==> config.mk <==
export PLATFORM = sky130hd
export DESIGN_NAME = snvbl_top
export DESIGN_NICKNAME = d
export VERILOG_FILES = /design/src/hw/snvbl_pkg.sv /design/src/hw/snvbl_top.sv /design/src/hw/snvbl_uart.sv
export SDC_FILE = /design/constraint.sdc
export NUM_CORES = 2
export LEC_CHECK = 0
export BUFFER_PORTS_ARGS = -buffer_cell sky130_fd_sc_hd__buf_2
export CAP_MARGIN = 20
export CORE_MARGIN = 5
export CORE_UTILIZATION = 66
export CTS_CLUSTER_SIZE = 28
export DETAILED_ROUTE_END_ITERATION = 8
export MAX_ROUTING_LAYER = met4
export PLACE_DENSITY_LB_ADDON = 0.05
export SYNTH_ARGS = -nofsm -noshare
export SYNTH_HDL_FRONTEND = slang
export SYNTH_SLANG_ARGS = --single-unit
==> constraint.sdc <==
create_clock -name i_clk_sys -period 11.35 [get_ports i_clk_sys]
set_input_delay 0.5675 -clock i_clk_sys [delete_from_list [all_inputs] [get_ports i_clk_sys]]
set_output_delay 0.5675 -clock i_clk_sys [all_outputs]
set_load 0.01 [all_outputs]
==> src/hw/snvbl_pkg.sv <==
// constants shared by the serial byte loader files
package snvbl_pkg;
    localparam int unsigned CLK_HZ        = 125_000_000;
    localparam int unsigned BAUD_RATE     = 9600;
    localparam int unsigned BIT_CYC       = CLK_HZ / BAUD_RATE;
    localparam int unsigned HALF_BIT_CYC  = BIT_CYC / 2;
    localparam int unsigned STEP_MS       = 10;
    localparam int unsigned STEP_CYC      = (CLK_HZ / 1000) * STEP_MS;
    localparam int unsigned DATA_BITS     = 8;
    localparam int unsigned ARRAY_DEPTH   = 256;
    localparam int unsigned ADDR_W        = 8;
    localparam logic [7:0]  ERASED_VALUE  = 8'hFF;
    localparam logic [7:0]  ECHO_RESET    = 8'hFF;

    typedef enum logic [3:0] {
        SNVBL_IDLE     = 4'h0,
        SNVBL_DISCARD  = 4'h1,
        SNVBL_ECHO     = 4'h2,
        SNVBL_ADDR_HI  = 4'h3,
        SNVBL_ADDR_LO  = 4'h4,
        SNVBL_DATA     = 4'h5,
        SNVBL_ERASE    = 4'h6,
        SNVBL_PROGRAM  = 4'h7,
        SNVBL_READBACK = 4'h8,
        SNVBL_SELFTEST = 4'h9,
        SNVBL_LOCKED   = 4'hA
    } snvbl_state_t;
endpackage : snvbl_pkg

==> src/hw/snvbl_top.sv <==
// serial byte loader for the 256-byte non-volatile array
`timescale 1ns/100ps
module snvbl_top #(
    parameter int unsigned STEP_CYC = snvbl_pkg::STEP_CYC,
    parameter int unsigned BIT_CYC  = snvbl_pkg::BIT_CYC
) (
    // clock and reset
    input  wire logic       i_clk_sys,
    input  wire logic       i_srst,
    // serial pins
    input  wire logic       i_rxd,
    output logic            o_txd,
    // security and self-test
    input  wire logic       i_security_bit,
    input  wire logic       i_selftest,
    // array status
    output logic            o_busy,
    output logic            o_erasing,
    output logic            o_programming,
    output logic            o_locked,
    output logic [7:0]      o_last_addr
);
    localparam logic [23:0] STEP_C = 24'(STEP_CYC - 1);

    // the array itself: 256 bytes, reset leaves contents as they were
    logic [7:0] mem_arr [snvbl_pkg::ARRAY_DEPTH];

    snvbl_pkg::snvbl_state_t st_reg, st_next;
    logic [23:0] tmr_reg, tmr_next;
    logic [7:0]  addr_hi_reg, addr_hi_next;
    logic [7:0]  addr_reg, addr_next;
    logic [7:0]  data_reg, data_next;
    logic [7:0]  echo_reg, echo_next;
    logic        tx_go_reg, tx_go_next;
    logic        txd_reg, busy_reg, era_reg, prg_reg, lock_reg;
    logic        wr_en;
    logic [7:0]  wr_val;
    logic        wipe_en;
    logic [7:0]  wipe_idx_reg, wipe_idx_next;
    logic [7:0]  rx_data;
    logic        rx_valid, tx_busy, txd_w;

    ////////////////////////////////////////////////////////////////////////
    // serial port
    snvbl_uart #(.BIT_CYC(BIT_CYC)) u_port (
        .i_clk_sys  (i_clk_sys),
        .i_srst     (i_srst),
        .i_rxd      (i_rxd),
        .o_txd      (txd_w),
        .o_rx_data  (rx_data),
        .o_rx_valid (rx_valid),
        .i_tx_data  (echo_reg),
        .i_tx_start (tx_go_reg),
        .o_tx_busy  (tx_busy)
    );

    ////////////////////////////////////////////////////////////////////////
    // sequencer next state
    always_comb begin
        st_next       = st_reg;
        tmr_next      = tmr_reg;
        addr_hi_next  = addr_hi_reg;
        addr_next     = addr_reg;
        data_next     = data_reg;
        echo_next     = echo_reg;
        tx_go_next    = 1'b0;
        wr_en         = 1'b0;
        wr_val        = snvbl_pkg::ERASED_VALUE;
        wipe_en       = 1'b0;
        wipe_idx_next = wipe_idx_reg;
        case (st_reg)
            snvbl_pkg::SNVBL_IDLE: begin
                // security sampled after reset release, not at reset
                if (i_selftest) begin
                    st_next = snvbl_pkg::SNVBL_SELFTEST;
                    wipe_idx_next = 8'h00;
                end else if (i_security_bit) begin
                    st_next = snvbl_pkg::SNVBL_LOCKED;
                end else begin
                    st_next = snvbl_pkg::SNVBL_DISCARD;
                end
            end
            snvbl_pkg::SNVBL_DISCARD: begin
                // host sends a null while starting up; drop it
                if (rx_valid) begin
                    st_next = snvbl_pkg::SNVBL_ADDR_HI;
                end
            end
            snvbl_pkg::SNVBL_ECHO: begin
                if (!tx_busy) begin
                    echo_next  = mem_arr[addr_reg];
                    tx_go_next = 1'b1;
                    st_next    = snvbl_pkg::SNVBL_ADDR_HI;
                end
            end
            snvbl_pkg::SNVBL_ADDR_HI: begin
                if (rx_valid) begin
                    addr_hi_next = rx_data;
                    st_next      = snvbl_pkg::SNVBL_ADDR_LO;
                end
            end
            snvbl_pkg::SNVBL_ADDR_LO: begin
                if (rx_valid) begin
                    addr_next = rx_data;
                    st_next   = snvbl_pkg::SNVBL_DATA;
                end
            end
            snvbl_pkg::SNVBL_DATA: begin
                if (rx_valid) begin
                    data_next = rx_data;
                    tmr_next  = STEP_C;
                    st_next   = snvbl_pkg::SNVBL_ERASE;
                end
            end
            snvbl_pkg::SNVBL_ERASE: begin
                // bytes arriving now are ignored by design
                if (tmr_reg != 24'h000000) begin
                    tmr_next = tmr_reg - 24'h000001;
                end else begin
                    wr_en  = 1'b1;
                    wr_val = snvbl_pkg::ERASED_VALUE;
                    tmr_next = STEP_C;
                    if (data_reg == snvbl_pkg::ERASED_VALUE) begin
                        st_next = snvbl_pkg::SNVBL_READBACK;
                    end else begin
                        st_next = snvbl_pkg::SNVBL_PROGRAM;
                    end
                end
            end
            snvbl_pkg::SNVBL_PROGRAM: begin
                if (tmr_reg != 24'h000000) begin
                    tmr_next = tmr_reg - 24'h000001;
                end else begin
                    wr_en   = 1'b1;
                    wr_val  = data_reg;
                    st_next = snvbl_pkg::SNVBL_READBACK;
                end
            end
            snvbl_pkg::SNVBL_READBACK: begin
                st_next = snvbl_pkg::SNVBL_ECHO;
            end
            snvbl_pkg::SNVBL_SELFTEST: begin
                wipe_en       = 1'b1;
                wipe_idx_next = wipe_idx_reg + 8'h01;
                if (wipe_idx_reg == 8'hFF) begin
                    st_next = snvbl_pkg::SNVBL_DISCARD;
                end
            end
            snvbl_pkg::SNVBL_LOCKED: begin
                st_next = snvbl_pkg::SNVBL_LOCKED;
            end
            default: begin
                st_next = snvbl_pkg::SNVBL_IDLE;
            end
        endcase
    end

    ////////////////////////////////////////////////////////////////////////
    // sequencer and output registers
    always_ff @(posedge i_clk_sys) begin
        if (i_srst) begin
            st_reg       <= snvbl_pkg::SNVBL_IDLE;
            tmr_reg      <= 24'h000000;
            addr_hi_reg  <= 8'h00;
            addr_reg     <= 8'h00;
            data_reg     <= 8'h00;
            echo_reg     <= snvbl_pkg::ECHO_RESET;
            tx_go_reg    <= 1'b0;
            wipe_idx_reg <= 8'h00;
            txd_reg      <= 1'b1;
            busy_reg     <= 1'b0;
            era_reg      <= 1'b0;
            prg_reg      <= 1'b0;
            lock_reg     <= 1'b0;
        end else begin
            st_reg       <= st_next;
            tmr_reg      <= tmr_next;
            addr_hi_reg  <= addr_hi_next;
            addr_reg     <= addr_next;
            data_reg     <= data_next;
            echo_reg     <= echo_next;
            tx_go_reg    <= tx_go_next;
            wipe_idx_reg <= wipe_idx_next;
            txd_reg      <= txd_w;
            busy_reg     <= (st_next == snvbl_pkg::SNVBL_ERASE) ||
                            (st_next == snvbl_pkg::SNVBL_PROGRAM) ||
                            (st_next == snvbl_pkg::SNVBL_SELFTEST);
            era_reg      <= (st_next == snvbl_pkg::SNVBL_ERASE);
            prg_reg      <= (st_next == snvbl_pkg::SNVBL_PROGRAM);
            lock_reg     <= (st_next == snvbl_pkg::SNVBL_LOCKED);
        end
    end

    ////////////////////////////////////////////////////////////////////////
    // array writes; high address byte is beyond a 256 byte array
    always_ff @(posedge i_clk_sys) begin
        if (wipe_en) begin
            mem_arr[wipe_idx_reg] <= snvbl_pkg::ERASED_VALUE;
        end else if (wr_en) begin
            mem_arr[addr_reg] <= wr_val;
        end
    end

    assign o_txd         = txd_reg;
    assign o_busy        = busy_reg;
    assign o_erasing     = era_reg;
    assign o_programming = prg_reg;
    assign o_locked      = lock_reg;
    assign o_last_addr   = addr_reg;

    ////////////////////////////////////////////////////////////////////////
    // checks
    property p_erase_len;
        @(posedge i_clk_sys) disable iff (i_srst)
        $rose(era_reg) |-> era_reg [*8];
    endproperty
    a_erase_len: assert property (p_erase_len)
        else $error("erase step ended too soon");

    property p_skip_prog;
        @(posedge i_clk_sys) disable iff (i_srst)
        (st_reg == snvbl_pkg::SNVBL_ERASE && tmr_reg == 24'h000000 &&
         data_reg == snvbl_pkg::ERASED_VALUE)
        |=> st_reg == snvbl_pkg::SNVBL_READBACK;
    endproperty
    a_skip_prog: assert property (p_skip_prog)
        else $error("program step not skipped for erased data");

    property p_prog_after_erase;
        @(posedge i_clk_sys) disable iff (i_srst)
        $rose(prg_reg) |-> $past(era_reg);
    endproperty
    a_prog_after_erase: assert property (p_prog_after_erase)
        else $error("program without erase");

    property p_lock;
        @(posedge i_clk_sys) disable iff (i_srst)
        (st_reg == snvbl_pkg::SNVBL_IDLE && i_security_bit && !i_selftest)
        |=> ##1 lock_reg;
    endproperty
    a_lock: assert property (p_lock)
        else $error("secured array not locked");

    property p_echo;
        @(posedge i_clk_sys) disable iff (i_srst)
        tx_go_reg |-> echo_reg == mem_arr[addr_reg];
    endproperty
    a_echo: assert property (p_echo)
        else $error("echo is not the stored byte");

    property p_no_accept;
        @(posedge i_clk_sys) disable iff (i_srst)
        // next cycle: the edge that starts the erase loads data on purpose
        (era_reg || prg_reg) |=> $stable(addr_reg) && $stable(data_reg);
    endproperty
    a_no_accept: assert property (p_no_accept)
        else $error("record bytes taken during a step");

    property p_readmode;
        @(posedge i_clk_sys) disable iff (i_srst)
        st_reg == snvbl_pkg::SNVBL_READBACK
        |=> st_reg == snvbl_pkg::SNVBL_ECHO ##1 !wr_en;
    endproperty
    a_readmode: assert property (p_readmode)
        else $error("array not back in read mode");

    property p_discard;
        @(posedge i_clk_sys) disable iff (i_srst)
        (st_reg == snvbl_pkg::SNVBL_DISCARD && rx_valid)
        |=> st_reg == snvbl_pkg::SNVBL_ADDR_HI && $stable(addr_hi_reg);
    endproperty
    a_discard: assert property (p_discard)
        else $error("first character not discarded");

    property p_wipe;
        @(posedge i_clk_sys) disable iff (i_srst)
        wipe_en |=> mem_arr[$past(wipe_idx_reg)] == snvbl_pkg::ERASED_VALUE;
    endproperty
    a_wipe: assert property (p_wipe)
        else $error("self-test did not erase byte");
endmodule : snvbl_top

==> src/hw/snvbl_uart.sv <==
// async serial port: 8N1 receiver and transmitter at fixed baud
`timescale 1ns/100ps
module snvbl_uart #(
    parameter int unsigned BIT_CYC = snvbl_pkg::BIT_CYC
) (
    // clock and reset
    input  wire logic       i_clk_sys,
    input  wire logic       i_srst,
    // serial pins
    input  wire logic       i_rxd,
    output logic            o_txd,
    // received byte
    output logic [7:0]      o_rx_data,
    output logic            o_rx_valid,
    // byte to send
    input  wire logic [7:0] i_tx_data,
    input  wire logic       i_tx_start,
    output logic            o_tx_busy
);
    // 9600 baud by default; a shorter bit time keeps simulation short
    localparam logic [13:0] BIT_C  = 14'(BIT_CYC - 1);
    localparam logic [13:0] HALF_C = 14'(BIT_CYC / 2 - 1);

    logic        rx_s1_reg, rx_s2_reg;
    logic        rx_act_reg, rx_act_next;
    logic [13:0] rx_cnt_reg, rx_cnt_next;
    logic [3:0]  rx_bit_reg, rx_bit_next;
    logic [7:0]  rx_sh_reg, rx_sh_next;
    logic        rx_v_reg, rx_v_next;
    logic        tx_act_reg, tx_act_next;
    logic [13:0] tx_cnt_reg, tx_cnt_next;
    logic [3:0]  tx_bit_reg, tx_bit_next;
    logic [9:0]  tx_sh_reg, tx_sh_next;

    ////////////////////////////////////////////////////////////////////////
    // receiver: sample mid-bit, eight data bits lsb first
    always_comb begin
        rx_act_next = rx_act_reg;
        rx_cnt_next = rx_cnt_reg;
        rx_bit_next = rx_bit_reg;
        rx_sh_next  = rx_sh_reg;
        rx_v_next   = 1'b0;
        if (!rx_act_reg) begin
            if (!rx_s2_reg) begin
                rx_act_next = 1'b1;
                rx_cnt_next = HALF_C;
                rx_bit_next = 4'h0;
            end
        end else if (rx_cnt_reg != 14'h0000) begin
            rx_cnt_next = rx_cnt_reg - 14'h0001;
        end else begin
            rx_cnt_next = BIT_C;
            rx_bit_next = rx_bit_reg + 4'h1;
            if (rx_bit_reg == 4'h0 && rx_s2_reg) begin
                rx_act_next = 1'b0; // glitch, not a start bit
            end else if (rx_bit_reg >= 4'h1 && rx_bit_reg <= 4'h8) begin
                rx_sh_next = {rx_s2_reg, rx_sh_reg[7:1]};
            end else if (rx_bit_reg == 4'h9) begin
                rx_act_next = 1'b0;
                rx_v_next   = rx_s2_reg; // framing error drops byte
            end
        end
    end

    always_ff @(posedge i_clk_sys) begin
        rx_s1_reg <= i_rxd;
        rx_s2_reg <= rx_s1_reg;
        if (i_srst) begin
            rx_act_reg <= 1'b0;
            rx_cnt_reg <= 14'h0000;
            rx_bit_reg <= 4'h0;
            rx_sh_reg  <= 8'h00;
            rx_v_reg   <= 1'b0;
        end else begin
            rx_act_reg <= rx_act_next;
            rx_cnt_reg <= rx_cnt_next;
            rx_bit_reg <= rx_bit_next;
            rx_sh_reg  <= rx_sh_next;
            rx_v_reg   <= rx_v_next;
        end
    end

    ////////////////////////////////////////////////////////////////////////
    // transmitter: start, eight data bits, stop
    always_comb begin
        tx_act_next = tx_act_reg;
        tx_cnt_next = tx_cnt_reg;
        tx_bit_next = tx_bit_reg;
        tx_sh_next  = tx_sh_reg;
        if (!tx_act_reg) begin
            if (i_tx_start) begin
                tx_act_next = 1'b1;
                tx_cnt_next = BIT_C;
                tx_bit_next = 4'h0;
                tx_sh_next  = {1'b1, i_tx_data, 1'b0};
            end
        end else if (tx_cnt_reg != 14'h0000) begin
            tx_cnt_next = tx_cnt_reg - 14'h0001;
        end else begin
            tx_cnt_next = BIT_C;
            tx_sh_next  = {1'b1, tx_sh_reg[9:1]};
            tx_bit_next = tx_bit_reg + 4'h1;
            if (tx_bit_reg == 4'h9) begin
                tx_act_next = 1'b0;
            end
        end
    end

    always_ff @(posedge i_clk_sys) begin
        if (i_srst) begin
            tx_act_reg <= 1'b0;
            tx_cnt_reg <= 14'h0000;
            tx_bit_reg <= 4'h0;
            tx_sh_reg  <= 10'h3FF;
        end else begin
            tx_act_reg <= tx_act_next;
            tx_cnt_reg <= tx_cnt_next;
            tx_bit_reg <= tx_bit_next;
            tx_sh_reg  <= tx_sh_next;
        end
    end

    assign o_txd      = tx_sh_reg[0];
    assign o_tx_busy  = tx_act_reg;
    assign o_rx_data  = rx_sh_reg;
    assign o_rx_valid = rx_v_reg;
endmodule : snvbl_uart

==> results.md <==
- Synth top area cells: edfxtp_1, mux4_2, dfxtp_1
- Drc violations: 0
- Hold Fails Final Rpt: 0
- Dpl hpwl: 123,400 um
- RSZ-0062 raised after global routing: no
- First-pass GRT wire length: 306,500 um
- Largest family of logic cells by synthesized area: multiplexers
- Drt total wl: 209,300 um
- CTS root buf: clkbuf_16
- Post-synthesis mux area share: 15.73%
- CTS tree: done
- Synthesized area: around 0.086 mm^2
- Nets: about 4,600
- Hold WS: between 0.2 and 0.3 ns
- Synth Area in Compound Gates: 3.300%
- Syn nets: 4,525
- Antenna violations before repair: 4
- Status: completed
- Setup crit start kind: flop
- R2R Path End: echo_reg[7]$_SDFFE_PP1P_
- Vias in the first global route: 43,370
- Worst Setup SP: o_last_addr[1]$_SDFFE_PP0P_
- Flops & latches, synth: 2,172
- Reg2reg path depth: 10
- CP Buf/Inv Count: 4
- Mean post-synth cell area: 19.00 um^2
- Setup CP Type: reg -> reg
- Vias per std cell: approximately 7
- H-Tree Depth: 4
- Post-route setup TNS: 0 ns
- Max_cap viols: 0
- WL/cell: 32.31 um
- Worst setup path end: echo_reg[7]$_SDFFE_PP1P_
- Synth unique cells: 78
- Post-synth EDFFs: roughly 2,000
- Max Clock Freq: 169.7 MHz
- Clk_skew: 0.03838 ns
- Setup-failing EPs final: 0
- GRT Total Usage: 32.08%
- Flop-to-flop setup slack: between 5 and 6 ns
- Pin count of the biggest net entering global routing: around 170
- Sequential area share after synthesis: about three quarters
- Die Ht: 370.3 um
- Synth area leader: edfxtp_1
- Ys async rst share: 0%
- Yosys top cell area share: 71.78%
- Clock Latency Late Sink: between 0.8 and 0.9 ns
- CP Cell Sequence: buf_12 -> buf_4 -> buf_4 -> mux4_2 -> mux4_2 -> a22oi_1 -> a21oi_1 -> a211oi_1 -> o41ai_1 -> buf_2
- Slew margin rel.: a little over a fifth
- Most numerous cell in the Yosys netlist: edfxtp_1
- Routability cong.: 0.9087
- DRT Pass-1 Iters: 6
- CTS clk-pin slew, worst paths: 0.06 ns
- Slew Viols, Final: 0
- Post-CTS setup buffer count: 0
- Port Buffers: 17
- Synth top cells by count: edfxtp_1, mux4_2, nor2_1
- Worst-margin pin slew: approximately 1.2 ns
- CP arrival: 6.59 ns
- Leakage power: between 30 and 40 nW
- CP Data Required Time: between 10 and 15 ns
- Tmin final: 5.893 ns
- Row cnt: 132
- Overflow after GRT: 0
- CP max-delay cell: a211oi_1
- WP depth: 10
- Warnings from Yosys: 0
- Inserted Clock Buffers: 205
- Vias: 44,463
- Core Region: 0.1293 mm^2
- Post-route ant nets: 0
- Iteration-0 DRC count of the detailed router: 6,120
- Hold Crit Class: in -> reg
- Die area: 0.1371 mm^2
- Worst setup EP type: flop
- Synth Area in Simple Gates: under 10%
- Peak VDD IR: between 0.2 and 0.25 mV
- Io pins: 18
- Crit Path Max Fanout: 79
- Number of flip-flops under the largest register name: 2,048
- Initial cell density of the core: around two thirds
- Share of cells above drive strength 1: 20.03%
- Worst path top cell family by delay: buffers and inverters
- RR Startpoint: o_last_addr[1]$_SDFFE_PP0P_
- Xor/xnor cell area share of the yosys netlist: 0.2964%
- Gate Count Post-Synth: 4,510
- Fin crit share: 51.92%
- Clk sinks: approximately 2,200
- Post-Synth Adder-Cell Area: 0.1460%
- Area Growth Syn to Fin: 10.27%
- CTS max path bufs: 3
- Ys flop type: edfxtp_1
- # resized after CTS: 0
- Power Density: 166.1 mW/mm^2
- Worst path max stage delay: a little over 0.9 ns
- Die width: 370.3 um
[through the flow]
step / util [%] / std cells / total power, mW / worst slack [ns] / area, um^2
detailed placement: 67.74 / 6085 / 9.025 / 5.685 / 87600
global route: 73.06 / 6477 / 16.14 / 5.499 / 94480
finish: 73.06 / 6477 / 15.69 / 5.457 / 94480
floorplan: - / 4510 / 8.971 / 7.346 / 85680
global placement: 67.71 / 6080 / 9.020 / 5.476 / 87560
CTS: 72.95 / 6468 / 15.75 / 5.661 / 94340
[power by group]
group	switching (mW)	internal [mW]	total, mW
combinational	0.113	0.0659	0.179
sequential	0.0315	8.65	8.68
clock	2.91	3.92	6.83
[timing repair]
| item | CTS | global route |
|---|---|---|
| setup endpoints to repair | 0 | 0 |
| hold endpoints to repair | 1 | 0 |
| hold buffers | 1 | 0 |
[logic make-up after synthesis]
group           Yosys count
simple gates            851
mux                     738
compound gates          421
buf+inv                 289
fa+ha+maj                10
xor+xnor                 29
flops                  2172
[placed cells by master (no fill, tap or decap), types with 14 or more instances in the layout]
cell type,instances
edfxtp_1,2048
mux4_2,484
nor2_1,424
mux2i_1,235
clkbuf_16,215
nand2_1,168
dfxtp_1,119
a21oi_1,115
buf_4,77
nor3_1,57
o21ai_0,54
clkinv_1,50
o22ai_1,49
a22oi_1,46
o221ai_1,44
nand3_1,38
clkbuf_1,37
clkinv_2,31
nand2b_1,24
nor2b_1,21
bufinv_16,19
inv_1,18
mux2_2,17
buf_2,17
xor2_1,16
a211o_1,15
or3_1,14
or2_1,14
clkinvlp_4,14
[how the worst min path moves through the flow]
stage	startpoint	to	slack, ns	cells past startpoint
final	i_srst	u_port.o_rx_data[0]$_SDFFE_PP0P_	0.29	2
after global routing	i_srst	u_port.rx_cnt_reg[12]$_SDFFE_PP0P_	0.28	2
after CTS	i_srst	wipe_idx_reg[0]$_SDFFE_PP0P_	0.22	2
after detailed placement	u_port.rx_s1_reg$_DFF_P_	u_port.rx_s2_reg$_DFF_P_	0.32	0
after global placement	u_port.rx_s1_reg$_DFF_P_	u_port.rx_s2_reg$_DFF_P_	0.32	0
after floorplan	u_port.rx_s1_reg$_DFF_P_	u_port.rx_s2_reg$_DFF_P_	0.31	0
[routing by layer]
metal  share of wire (%)  global-route usage [%]
met3                  10                   6.433
met1                  40                   46.90
met2                  47                   47.61
met5                   0                       -
met4                 3.1                   8.858
[area by class of cell]
| class | instances | area, um^2 |
|---|---|---|
| antenna | 3 | 7.507 |
| clock buffer | 259 | 5615 |
| clock inverter | 123 | 1117 |
| fill | 7604 | 34840 |
| inverter | 20 | 80.08 |
| multi-input combinational | 2049 | 20510 |
| sequential | 2172 | 64000 |
| tap | 1742 | 2180 |
| timing repair buffer | 109 | 968.4 |
No activity file was read; power rests on OpenSTA's default activity.
